`src/hdl/gasr_pkg.sv`:
```
// Constants, types and register map of the gauge alert and status register bank
package gasr_pkg;
  // ----------------------------------------
  // Register offsets
  // ----------------------------------------
  localparam logic [7:0] OFS_STATUS = 8'h00;
  localparam logic [7:0] OFS_VOLT_LIM = 8'h01;
  localparam logic [7:0] OFS_TEMP_LIM = 8'h02;
  localparam logic [7:0] OFS_SALRT = 8'h03;
  localparam logic [7:0] OFS_LOAD_CUR = 8'h04;
  localparam logic [7:0] OFS_QRT0 = 8'h12;
  localparam logic [7:0] OFS_FULLSOC = 8'h13;
  localparam logic [7:0] OFS_DCAP = 8'h18;
  localparam logic [7:0] OFS_CONFIG = 8'h1d;
  // ----------------------------------------
  // Status and configuration bit positions
  // ----------------------------------------
  localparam int ST_BR = 15;
  localparam int ST_SMX = 14;
  localparam int ST_TMX = 13;
  localparam int ST_VMX = 12;
  localparam int ST_BI = 11;
  localparam int ST_SMN = 10;
  localparam int ST_TMN = 9;
  localparam int ST_VMN = 8;
  localparam int ST_DSOC = 7;
  localparam int ST_THM = 6;
  localparam int ST_OCP = 4;
  localparam int ST_BST = 3;
  localparam int ST_POR = 1;
  localparam int CF_SOC_STICKY = 14;
  localparam int CF_TEMP_STICKY = 13;
  localparam int CF_VOLT_STICKY = 12;
  // ----------------------------------------
  // Reset values and disable codes
  // ----------------------------------------
  localparam logic [15:0] RST_VOLT_LIM = 16'hff00;
  localparam logic [15:0] RST_TEMP_LIM = 16'h7f80;
  localparam logic [15:0] RST_SALRT = 16'hff00;
  localparam logic [15:0] RST_FULLSOC = 16'h5f00;
  localparam logic [15:0] RST_DCAP = 16'h0000;
  localparam logic [15:0] RST_CONFIG = 16'h2340;
  localparam logic [15:0] RST_STATUS = 16'h0002;
  localparam logic [7:0] DIS_HI_U = 8'hff;
  localparam logic [7:0] DIS_LO_U = 8'h00;
  localparam logic [7:0] DIS_HI_T = 8'h7f;
  localparam logic [7:0] DIS_LO_T = 8'h80;
  localparam logic [3:0] BITS_PER_BYTE = 4'h8;
  // ----------------------------------------
  // Types
  // ----------------------------------------
  typedef enum logic [2:0] {
    S_IDLE, S_ADDR, S_PTR, S_WDAT, S_ACK, S_RDAT, S_RACK
  } gasr_state_t;
  typedef struct packed {
    logic [15:0] cell_voltage_result;
    logic [15:0] temperature;
    logic [15:0] soc;
    logic volt_vld;
    logic temp_vld;
    logic soc_vld;
    logic bat_present;
    logic sys_ocp;
    logic thm_hot;
    logic soft_por;
  } gasr_meas_t;
  typedef struct packed {
    logic [15:0] hypothetical_load_current;
    logic [15:0] capacity_correction_entry0;
    logic [15:0] full_charge_soc_threshold;
    logic [15:0] nominal_cell_capacity;
  } gasr_cfg_t;
endpackage : gasr_pkg

```
`src/hdl/gasr_alert_cmp.sv`:
```
// One threshold pair with its upper and lower alert flags
module gasr_alert_cmp
  import gasr_pkg::*;
#(
  parameter bit SIGNED_CMP = 1'b0,
  parameter logic [7:0] DIS_HI = 8'hff,
  parameter logic [7:0] DIS_LO = 8'h00
) (
  input wire logic i_core_clk,
  input wire logic i_rst_n,
  input wire logic i_strobe,
  input wire logic [7:0] i_value,
  input wire logic [15:0] i_limits,
  input wire logic i_sticky,
  input wire logic i_clr_hi,
  input wire logic i_clr_lo,
  output logic o_hi,
  output logic o_lo
);
  // ----------------------------------------
  // Compare
  // ----------------------------------------
  // Flipping the sign bit makes one unsigned compare serve both kinds
  wire logic [7:0] val_w = {i_value[7] ^ SIGNED_CMP, i_value[6:0]};
  wire logic [7:0] up_w = {i_limits[15] ^ SIGNED_CMP, i_limits[14:8]};
  wire logic [7:0] lo_w = {i_limits[7] ^ SIGNED_CMP, i_limits[6:0]};
  wire logic over_w = (i_limits[15:8] != DIS_HI) && (val_w > up_w);
  wire logic under_w = (i_limits[7:0] != DIS_LO) && (val_w < lo_w);
  wire logic hi_d = i_strobe ? (over_w | (i_sticky & o_hi & ~i_clr_hi)) : (o_hi & ~i_clr_hi);
  wire logic lo_d = i_strobe ? (under_w | (i_sticky & o_lo & ~i_clr_lo)) : (o_lo & ~i_clr_lo);

  always_ff @(posedge i_core_clk) begin
    if (!i_rst_n) begin
      o_hi <= 1'b0;
      o_lo <= 1'b0;
    end else begin
      o_hi <= hi_d;
      o_lo <= lo_d;
    end
  end
endmodule : gasr_alert_cmp

```
`src/hdl/gasr_regs.sv`:
```
// Gauge alert thresholds, status flags and configuration words behind a two-wire slave
// ----------------------------------------
// ----------------------------------------
module gasr_regs
  import gasr_pkg::*;
#(
  parameter logic [6:0] DEV_ADDR = 7'h2a // Arbitrary bus address
) (
  input wire logic i_core_clk,
  input wire logic i_rst_n,
  input wire logic i_scl,
  input wire logic i_sda,
  output logic o_sda_oe,
  input wire gasr_meas_t i_meas,
  input wire logic i_otp_en,
  input wire logic [15:0] i_otp_full_soc,
  output gasr_cfg_t o_cfg
);
  // ----------------------------------------
  // Pin synchronisers and bus events
  // ----------------------------------------
  logic [1:0] scl_sync_q;
  logic [1:0] sda_sync_q;
  logic scl_p_q;
  logic sda_p_q;
  always_ff @(posedge i_core_clk) begin
    if (!i_rst_n) begin
      scl_sync_q <= 2'h3;
      sda_sync_q <= 2'h3;
      scl_p_q <= 1'b1;
      sda_p_q <= 1'b1;
    end else begin
      scl_sync_q <= {scl_sync_q[0], i_scl};
      sda_sync_q <= {sda_sync_q[0], i_sda};
      scl_p_q <= scl_sync_q[1];
      sda_p_q <= sda_sync_q[1];
    end
  end
  wire logic scl_w = scl_sync_q[1];
  wire logic sda_w = sda_sync_q[1];
  wire logic scl_rise_w = scl_w & ~scl_p_q;
  wire logic scl_fall_w = ~scl_w & scl_p_q;
  wire logic start_w = scl_w & scl_p_q & sda_p_q & ~sda_w;
  wire logic stop_w = scl_w & scl_p_q & ~sda_p_q & sda_w;

  // ----------------------------------------
  // Register storage
  // ----------------------------------------
  logic [15:0] volt_lim_q;
  logic [15:0] temp_lim_q;
  logic [15:0] salrt_q;
  logic [15:0] config_q;
  logic [15:0] stat_q;
  logic [7:0] last_pct_q;
  logic seeded_q;
  logic otp_load_q;
  logic wr_q;
  logic [7:0] wr_addr_q;
  logic [15:0] wr_data_q;
  logic vmx_w;
  logic vmn_w;
  logic tmx_w;
  logic tmn_w;
  logic smx_w;
  logic smn_w;

  // ----------------------------------------
  // Decode
  // ----------------------------------------
  wire logic wr_stat_w = wr_q && (wr_addr_q == OFS_STATUS);
  // Software clears by writing 0; a same-cycle event still wins
  wire logic [15:0] clr_w = wr_stat_w ? ~wr_data_q : 16'h0000;
  wire logic [15:0] status_w = {stat_q[15], smx_w, tmx_w, vmx_w, stat_q[11], smn_w, tmn_w,
                                vmn_w, stat_q[7:0]};
  wire logic soc_step_w = i_meas.soc_vld && seeded_q && (i_meas.soc[15:8] != last_pct_q);
  wire logic removed_w = ~i_meas.bat_present & ~stat_q[ST_BST];
  wire logic inserted_w = i_meas.bat_present & stat_q[ST_BST];
  wire logic [15:0] set_w = {removed_w, 3'h0, inserted_w, 3'h0, soc_step_w,
                             i_meas.thm_hot, 1'b0, i_meas.sys_ocp, 2'h0, i_meas.soft_por,
                             1'b0};
  wire logic [15:0] stat_d = {(stat_q[15:4] & ~clr_w[15:4]) | set_w[15:4], ~i_meas.bat_present,
                              (stat_q[2:0] & ~clr_w[2:0]) | set_w[2:0]};
  logic [7:0] ptr_q;
  wire logic [15:0] rd_word_w =
    (ptr_q == OFS_STATUS) ? status_w :
    (ptr_q == OFS_VOLT_LIM) ? volt_lim_q :
    (ptr_q == OFS_TEMP_LIM) ? temp_lim_q :
    (ptr_q == OFS_SALRT) ? salrt_q :
    (ptr_q == OFS_LOAD_CUR) ? o_cfg.hypothetical_load_current :
    (ptr_q == OFS_QRT0) ? o_cfg.capacity_correction_entry0 :
    (ptr_q == OFS_FULLSOC) ? o_cfg.full_charge_soc_threshold :
    (ptr_q == OFS_DCAP) ? o_cfg.nominal_cell_capacity :
    (ptr_q == OFS_CONFIG) ? config_q : 16'h0000;

  // ----------------------------------------
  // Status and SOC step tracking
  // ----------------------------------------
  // Power-up clears flags and sets POR
  always_ff @(posedge i_core_clk) begin
    if (!i_rst_n) begin
      stat_q <= RST_STATUS;
      last_pct_q <= 8'h00;
      seeded_q <= 1'b0;
    end else begin
      stat_q <= stat_d;
      if (i_meas.soc_vld) begin
        last_pct_q <= i_meas.soc[15:8];
        seeded_q <= 1'b1;
      end
    end
  end

  // ----------------------------------------
  // Writable registers
  // ----------------------------------------
  // Word registers
  // Full SOC limit from OTP or 95%
  always_ff @(posedge i_core_clk) begin
    if (!i_rst_n) begin
      volt_lim_q <= RST_VOLT_LIM;
      temp_lim_q <= RST_TEMP_LIM;
      salrt_q <= RST_SALRT;
      config_q <= RST_CONFIG;
      o_cfg <= '{16'h0000, 16'h0000, RST_FULLSOC, RST_DCAP};
      otp_load_q <= 1'b1;
    end else begin
      otp_load_q <= 1'b0;
      if (otp_load_q && i_otp_en) begin
        o_cfg.full_charge_soc_threshold <= i_otp_full_soc;
      end
      if (wr_q) begin
        case (wr_addr_q)
          OFS_VOLT_LIM: volt_lim_q <= wr_data_q;
          OFS_TEMP_LIM: temp_lim_q <= wr_data_q;
          OFS_SALRT: salrt_q <= wr_data_q;
          OFS_LOAD_CUR: o_cfg.hypothetical_load_current <= wr_data_q;
          OFS_QRT0: o_cfg.capacity_correction_entry0 <= wr_data_q;
          OFS_FULLSOC: o_cfg.full_charge_soc_threshold <= wr_data_q;
          OFS_DCAP: o_cfg.nominal_cell_capacity <= wr_data_q;
          OFS_CONFIG: config_q <= wr_data_q;
          default: ;
        endcase
      end
    end
  end

  // ----------------------------------------
  // Threshold comparators
  // ----------------------------------------
  // Voltage alerts
  gasr_alert_cmp #(.SIGNED_CMP(1'b0), .DIS_HI(DIS_HI_U), .DIS_LO(DIS_LO_U)) u_volt (
    .i_core_clk(i_core_clk),
    .i_rst_n(i_rst_n),
    .i_strobe(i_meas.volt_vld),
    .i_value(i_meas.cell_voltage_result[15:8]),
    .i_limits(volt_lim_q),
    .i_sticky(config_q[CF_VOLT_STICKY]),
    .i_clr_hi(clr_w[ST_VMX]),
    .i_clr_lo(clr_w[ST_VMN]),
    .o_hi(vmx_w),
    .o_lo(vmn_w)
  );
  gasr_alert_cmp #(.SIGNED_CMP(1'b1), .DIS_HI(DIS_HI_T), .DIS_LO(DIS_LO_T)) u_temp (
    .i_core_clk(i_core_clk),
    .i_rst_n(i_rst_n),
    .i_strobe(i_meas.temp_vld),
    .i_value(i_meas.temperature[15:8]),
    .i_limits(temp_lim_q),
    .i_sticky(config_q[CF_TEMP_STICKY]),
    .i_clr_hi(clr_w[ST_TMX]),
    .i_clr_lo(clr_w[ST_TMN]),
    .o_hi(tmx_w),
    .o_lo(tmn_w)
  );
  gasr_alert_cmp #(.SIGNED_CMP(1'b0), .DIS_HI(DIS_HI_U), .DIS_LO(DIS_LO_U)) u_soc (
    .i_core_clk(i_core_clk),
    .i_rst_n(i_rst_n),
    .i_strobe(i_meas.soc_vld),
    .i_value(i_meas.soc[15:8]),
    .i_limits(salrt_q),
    .i_sticky(config_q[CF_SOC_STICKY]),
    .i_clr_hi(clr_w[ST_SMX]),
    .i_clr_lo(clr_w[ST_SMN]),
    .o_hi(smx_w),
    .o_lo(smn_w)
  );

  // ----------------------------------------
  // Two-wire slave
  // ----------------------------------------
  // Words travel low byte first; high byte is latched so a read is coherent
  gasr_state_t st_q;
  gasr_state_t nxt_q;
  logic [3:0] cnt_q;
  logic [7:0] sr_q;
  logic [7:0] lo_q;
  logic [7:0] tx_q;
  logic [7:0] hi_q;
  logic hi_sel_q;
  logic ack_ok_q;
  wire logic byte_done_w = (cnt_q == BITS_PER_BYTE);
  always_ff @(posedge i_core_clk) begin
    if (!i_rst_n) begin
      st_q <= S_IDLE;
      nxt_q <= S_IDLE;
      cnt_q <= 4'h0;
      sr_q <= 8'h00;
      lo_q <= 8'h00;
      tx_q <= 8'h00;
      hi_q <= 8'h00;
      hi_sel_q <= 1'b0;
      ack_ok_q <= 1'b0;
      ptr_q <= 8'h00;
      o_sda_oe <= 1'b0;
      wr_q <= 1'b0;
      wr_addr_q <= 8'h00;
      wr_data_q <= 16'h0000;
    end else begin
      wr_q <= 1'b0;
      if (start_w) begin
        st_q <= S_ADDR;
        cnt_q <= 4'h0;
        hi_sel_q <= 1'b0;
        o_sda_oe <= 1'b0;
      end else if (stop_w) begin
        st_q <= S_IDLE;
        o_sda_oe <= 1'b0;
      end else begin
        case (st_q)
          S_ADDR, S_PTR, S_WDAT: begin
            if (scl_rise_w) begin
              sr_q <= {sr_q[6:0], sda_w};
              cnt_q <= cnt_q + 4'h1;
            end else if (scl_fall_w && byte_done_w) begin
              cnt_q <= 4'h0;
              st_q <= S_ACK;
              o_sda_oe <= 1'b1;
              nxt_q <= S_WDAT;
              if (st_q == S_ADDR) begin
                nxt_q <= sr_q[0] ? S_RDAT : S_PTR;
                if (sr_q[7:1] != DEV_ADDR) begin
                  st_q <= S_IDLE;
                  o_sda_oe <= 1'b0;
                end
              end else if (st_q == S_PTR) begin
                ptr_q <= sr_q;
              end else begin
                hi_sel_q <= ~hi_sel_q;
                if (!hi_sel_q) begin
                  lo_q <= sr_q;
                end else begin
                  wr_q <= 1'b1;
                  wr_addr_q <= ptr_q;
                  wr_data_q <= {sr_q, lo_q};
                  ptr_q <= ptr_q + 8'h01;
                end
              end
            end
          end
          S_ACK: begin
            if (scl_fall_w) begin
              st_q <= nxt_q;
              o_sda_oe <= 1'b0;
              if (nxt_q == S_RDAT) begin
                tx_q <= rd_word_w[7:0];
                hi_q <= rd_word_w[15:8];
                o_sda_oe <= ~rd_word_w[7];
              end
            end
          end
          S_RDAT: begin
            if (scl_rise_w) begin
              cnt_q <= cnt_q + 4'h1;
            end else if (scl_fall_w) begin
              if (byte_done_w) begin
                o_sda_oe <= 1'b0;
                st_q <= S_RACK;
                cnt_q <= 4'h0;
                if (hi_sel_q) begin
                  ptr_q <= ptr_q + 8'h01;
                end
              end else begin
                tx_q <= {tx_q[6:0], 1'b0};
                o_sda_oe <= ~tx_q[6];
              end
            end
          end
          S_RACK: begin
            if (scl_rise_w) begin
              ack_ok_q <= ~sda_w;
            end else if (scl_fall_w) begin
              st_q <= ack_ok_q ? S_RDAT : S_IDLE;
              hi_sel_q <= ~hi_sel_q;
              if (ack_ok_q && !hi_sel_q) begin
                tx_q <= hi_q;
                o_sda_oe <= ~hi_q[7];
              end else if (ack_ok_q) begin
                tx_q <= rd_word_w[7:0];
                hi_q <= rd_word_w[15:8];
                o_sda_oe <= ~rd_word_w[7];
              end
            end
          end
          default: st_q <= S_IDLE;
        endcase
      end
    end
  end
endmodule : gasr_regs

```
`config.mk`:
```
export PLATFORM = sky130hd
export DESIGN_NAME = gasr_regs
export DESIGN_NICKNAME = d
export VERILOG_FILES = /design/src/hdl/gasr_pkg.sv /design/src/hdl/gasr_alert_cmp.sv /design/src/hdl/gasr_regs.sv
export SDC_FILE = /design/constraint.sdc
export NUM_CORES = 1
export LEC_CHECK = 0
export BUFFER_PORTS_ARGS = -buffer_cell sky130_fd_sc_hd__buf_2
export CAP_MARGIN = 20
export CORE_MARGIN = 1.5
export CORE_UTILIZATION = 30
export CTS_BUF_LIST = sky130_fd_sc_hd__clkbuf_8
export DETAILED_ROUTE_END_ITERATION = 16
export SYNTH_ARGS = -nofsm -noshare
export SYNTH_HDL_FRONTEND = slang
export SYNTH_SLANG_ARGS = --single-unit
```
`constraint.sdc`:
```
create_clock -name i_core_clk -period 2.8 [get_ports i_core_clk]
set_clock_uncertainty 0.05 [all_clocks]
set_input_delay 0.28 -clock i_core_clk [delete_from_list [all_inputs] [get_ports i_core_clk]]
set_output_delay 0.28 -clock i_core_clk [all_outputs]
set_load 0.03 [all_outputs]
```
==> impl_results.md <==
- # placed instances: roughly 2200
- Critical path launch point type: flop
- Root buf cell: clkbuf_8
- Cell repeated most along the worst path: o211ai_1
- Ports: between 100 and 150
- Largest net degree at the start of global routing: approximately 150
- Final Non-Filler Cells: between 2000 and 2500
- GRT Util Overall: between 20% and 30%
- Die X: 208 um
- Die area: 43100 um2
- Final setup vio count: 0
- Synth Warn #: 0
- RSZ-0062 raised after global routing: no
- Status: finished with violations
- VDD IR-drop max: between 0.0003 and 0.0004 V
- Initial Utilization: 30.6%
- Max Cap Viol: 0
- Sw Pwr: approximately 1.8 mW
- Ys async rst share: 0%
- Min Tclk post-route: 2.50 ns
- Failing checks: DRC
- FF+latch count, synth: between 200 and 250
- Clk pin slew, worst setup/hold paths: about 0.060 ns
- Hold Worst Slack: between 0.01 and 0.015 ns
- Post-synthesis sequential area ratio: 37.8%
- DRC viols: 6
- Routed wire length: 44900 um
- Area growth, synth to finish: 17.9%
- CP top delay family: compound AO/OA/AOI/OAI gates
- Detailed-route via count: about 12000
- Fin Setup TNS: 0 ns
- Slew Limit Fails: 0
- Clock power frac: between 40% and 50%
- Hold/Removal Path Class: in2reg
- Power per standard cell area: between 500 and 600 nW/um2
- Req. time, crit path: roughly 3.2 ns
- Vias per std cell: ~5.4
- Commonest non-fill, non-tap cell in the layout: nand2_1
- Core area: 41000 um2
- Crit path buf inv count: 2
- Die height: 208 um
- Switching share of power: roughly a quarter
- Initial DRT Pass Iterations: 11
- Netlist cell types: 74
- Gr ovfl total: 0
- Final Net Count: 1814
- Routed Antenna Nets: 0
- First-pass GRT wire length: just under 70000 um
- Pre-CTS setup slack: ~0.25 ns
- Most frequent cells in the layout: 274 x nand2_1, 237 x dfxtp_1, 147 x a21oi_1
- Critical path peak fanout: 9
- Number of I/O port buffers: 116
- Clk buf depth: 3
- Post-DR wirelength/cell: approximately 20 um
- Cts bufs inserted: 43
- Relative slew margins: between 30% and 40%
- Leak Pwr: 5.83 nW
- H-Tree Level Count: 2
- TritonCTS clock tree: built
- Main synth FF type: dfxtp_1
- Cells after Synth: ~1600
- Least-Margin Pin Slew: 0.921 ns
- Vias in the first global route: 11400
- Worst-path cell chain: inv_1 > ha_1 > buf_4 > nor2b_1 > a2111oi_0 > a311oi_1 > o211ai_1 > o211ai_1
- EDFF count, synth: 0
- Critical path's largest stage delay: ~0.70 ns
- Initial drt markers: 1223
- Slowest cell on the critical path: a2111oi_0
- Critical path type: reg2reg
- Post-synthesis instance area: about 13000 um2
- Fin. Hold Viols: 0
- Pwr Total: roughly 7.4 mW
- Synthesized net count: between 1500 and 2000
- Initial antenna violation count: 1
- Final Wtd Congestion: 0.923
- Comb pwr share: about 5.1%
- Ratio of cells with drive above 1 in the final layout: between 15 and 20%
- Max Fclk: roughly 400 MHz
- Critical path capture point type: flop
- Worst Path Arrival: 2.88 ns
- Internal cell power: approximately 5.6 mW
- Dpl hpwl: roughly 32000 um
- Avg Cell Area, Syn: ~8 um2
- Final worst slack: roughly 0.30 ns
- Final worst-path cycle share: 89.3%
- Register share of total power: 46.3%
- Worst-Skew Late Latency: 0.57 ns
- FP Rows: 74
- Sink Count: approximately 240
==> layer usage <==
| layer | track usage (%) | vias to the layer above | routed length, um |
|---|---|---|---|
| met4 | 7.40 | 0 | 1370 |
| met1 | 28.1 | 5741 | 20300 |
| met3 | 3.71 | 75 | 3640 |
| met5 | 0 | - | 0 |
| li1 | - | 5818 | - |
| met2 | 31.5 | 490 | 19600 |
==> synthesized netlist by cell type, types with 16 or more instances <==
cell      number  share of area, %
nand2_1      274               8.2
dfxtp_1      237                38
a21oi_1      147               5.9
clkbuf_1     109               3.3
o21ai_0       90               3.6
nor2_1        89               2.7
inv_1         75               2.2
mux2i_1       60               4.8
ha_1          54               5.4
nand3_1       51               2.0
o211ai_1      46               2.8
nand4_1       28               1.4
nand2b_1      22               1.1
nor3_1        18              0.72
nor2b_1       17              0.85
a211oi_1      16              0.96
==> through the flow <==
| step | utilization, % | instance area, um2 |
|---|---|---|
| 3_5_place_dp | 33.3 | 13600 |
| 6_report | 36.1 | 14800 |
| 2_1_floorplan | - | 12600 |
| 4_1_cts | 36.1 | 14800 |
| 5_1_grt | 36.1 | 14800 |
| 3_3_place_gp | 33.3 | 13600 |
==> area by class of cell <==
class,instances,area (um2)
fillers,4271,26200
flip-flops and latches,237,4740
multi-input cells,1144,7000
clock inverters,22,181
repair buffers,183,1150
inverters,75,284
clock buffers,56,771
well taps,532,666
diodes,1,2.50
==> final timing paths <==
| path | cells after the start | from | slack, ns | to |
|---|---|---|---|---|
| max | 8 | ptr_q[0]$_SDFFE_PN0P_ | 0.30 | o_sda_oe$_SDFFE_PP0P_ |
| min | 3 | i_otp_full_soc[13] | 0.01 | o_cfg[29]$_SDFF_PN0_ |
| max reg2reg | 8 | ptr_q[0]$_SDFFE_PN0P_ | 0.30 | o_sda_oe$_SDFFE_PP0P_ |
| min reg2reg | 1 | sda_sync_q[0]$_SDFF_PN1_ | 0.36 | sda_sync_q[1]$_SDFF_PN1_ |
==> cell families (layout without fill, tap and decap cells) <==
family                     Yosys count  after routing  share of synthesized area, %
muxes                               61             61                          4.87
xor gates and xnor gates            10             10                         0.698
other                                0              1                             0
AOI/OAI and AO/OA                  436            436                          22.2
DFF                                237            237                          37.8
buffers and inverters              205            336                          6.56
and+or+nand+nor                    583            583                          22.5
adders and majority gates           54             54                          5.38
==> flip-flops by register name (all words and copies together) (netlist names), 2 cells and up <==
register	count
cnt_q	4
config_q	16
hi_q	8
last_pct_q	8
lo_q	8
nxt_q	3
o_cfg	64
ptr_q	8
salrt_q	16
scl_sync_q	2
sda_sync_q	2
sr_q	8
st_q	3
stat_q	10
temp_lim_q	16
tx_q	7
volt_lim_q	16
wr_addr_q	8
wr_data_q	16
==> what timing repair did <==
action                                  CTS  global route
endpoints found under the setup margin    0             1
hold buffers                             20             0
setup buffers                             0             0
gates resized for setup                   0             1
endpoints found under the hold margin    22             0
==> worst register-to-register path, stage by stage, from the launching register on <==
cell and delay (ns):
dfxtp_1 0.42, inv_1 0.11, ha_1 0.22, buf_4 0.19, nor2b_1 0.17, a2111oi_0 0.70
a311oi_1 0.17, o211ai_1 0.24, o211ai_1 0.11
==> power by group through the flow <==
stage / Clock, mW / Sequential, mW / Combinational (mW)
2_1_floorplan: 0 / 3.52 / 0.213
6_report: 3.60 / 3.43 / 0.376
4_1_cts: 3.65 / 3.43 / 0.375
3_5_place_dp: 0 / 3.51 / 0.351
3_3_place_gp: 0 / 3.51 / 0.344
5_1_grt: 3.82 / 3.44 / 0.414
(Power assumes the default switching activity.)
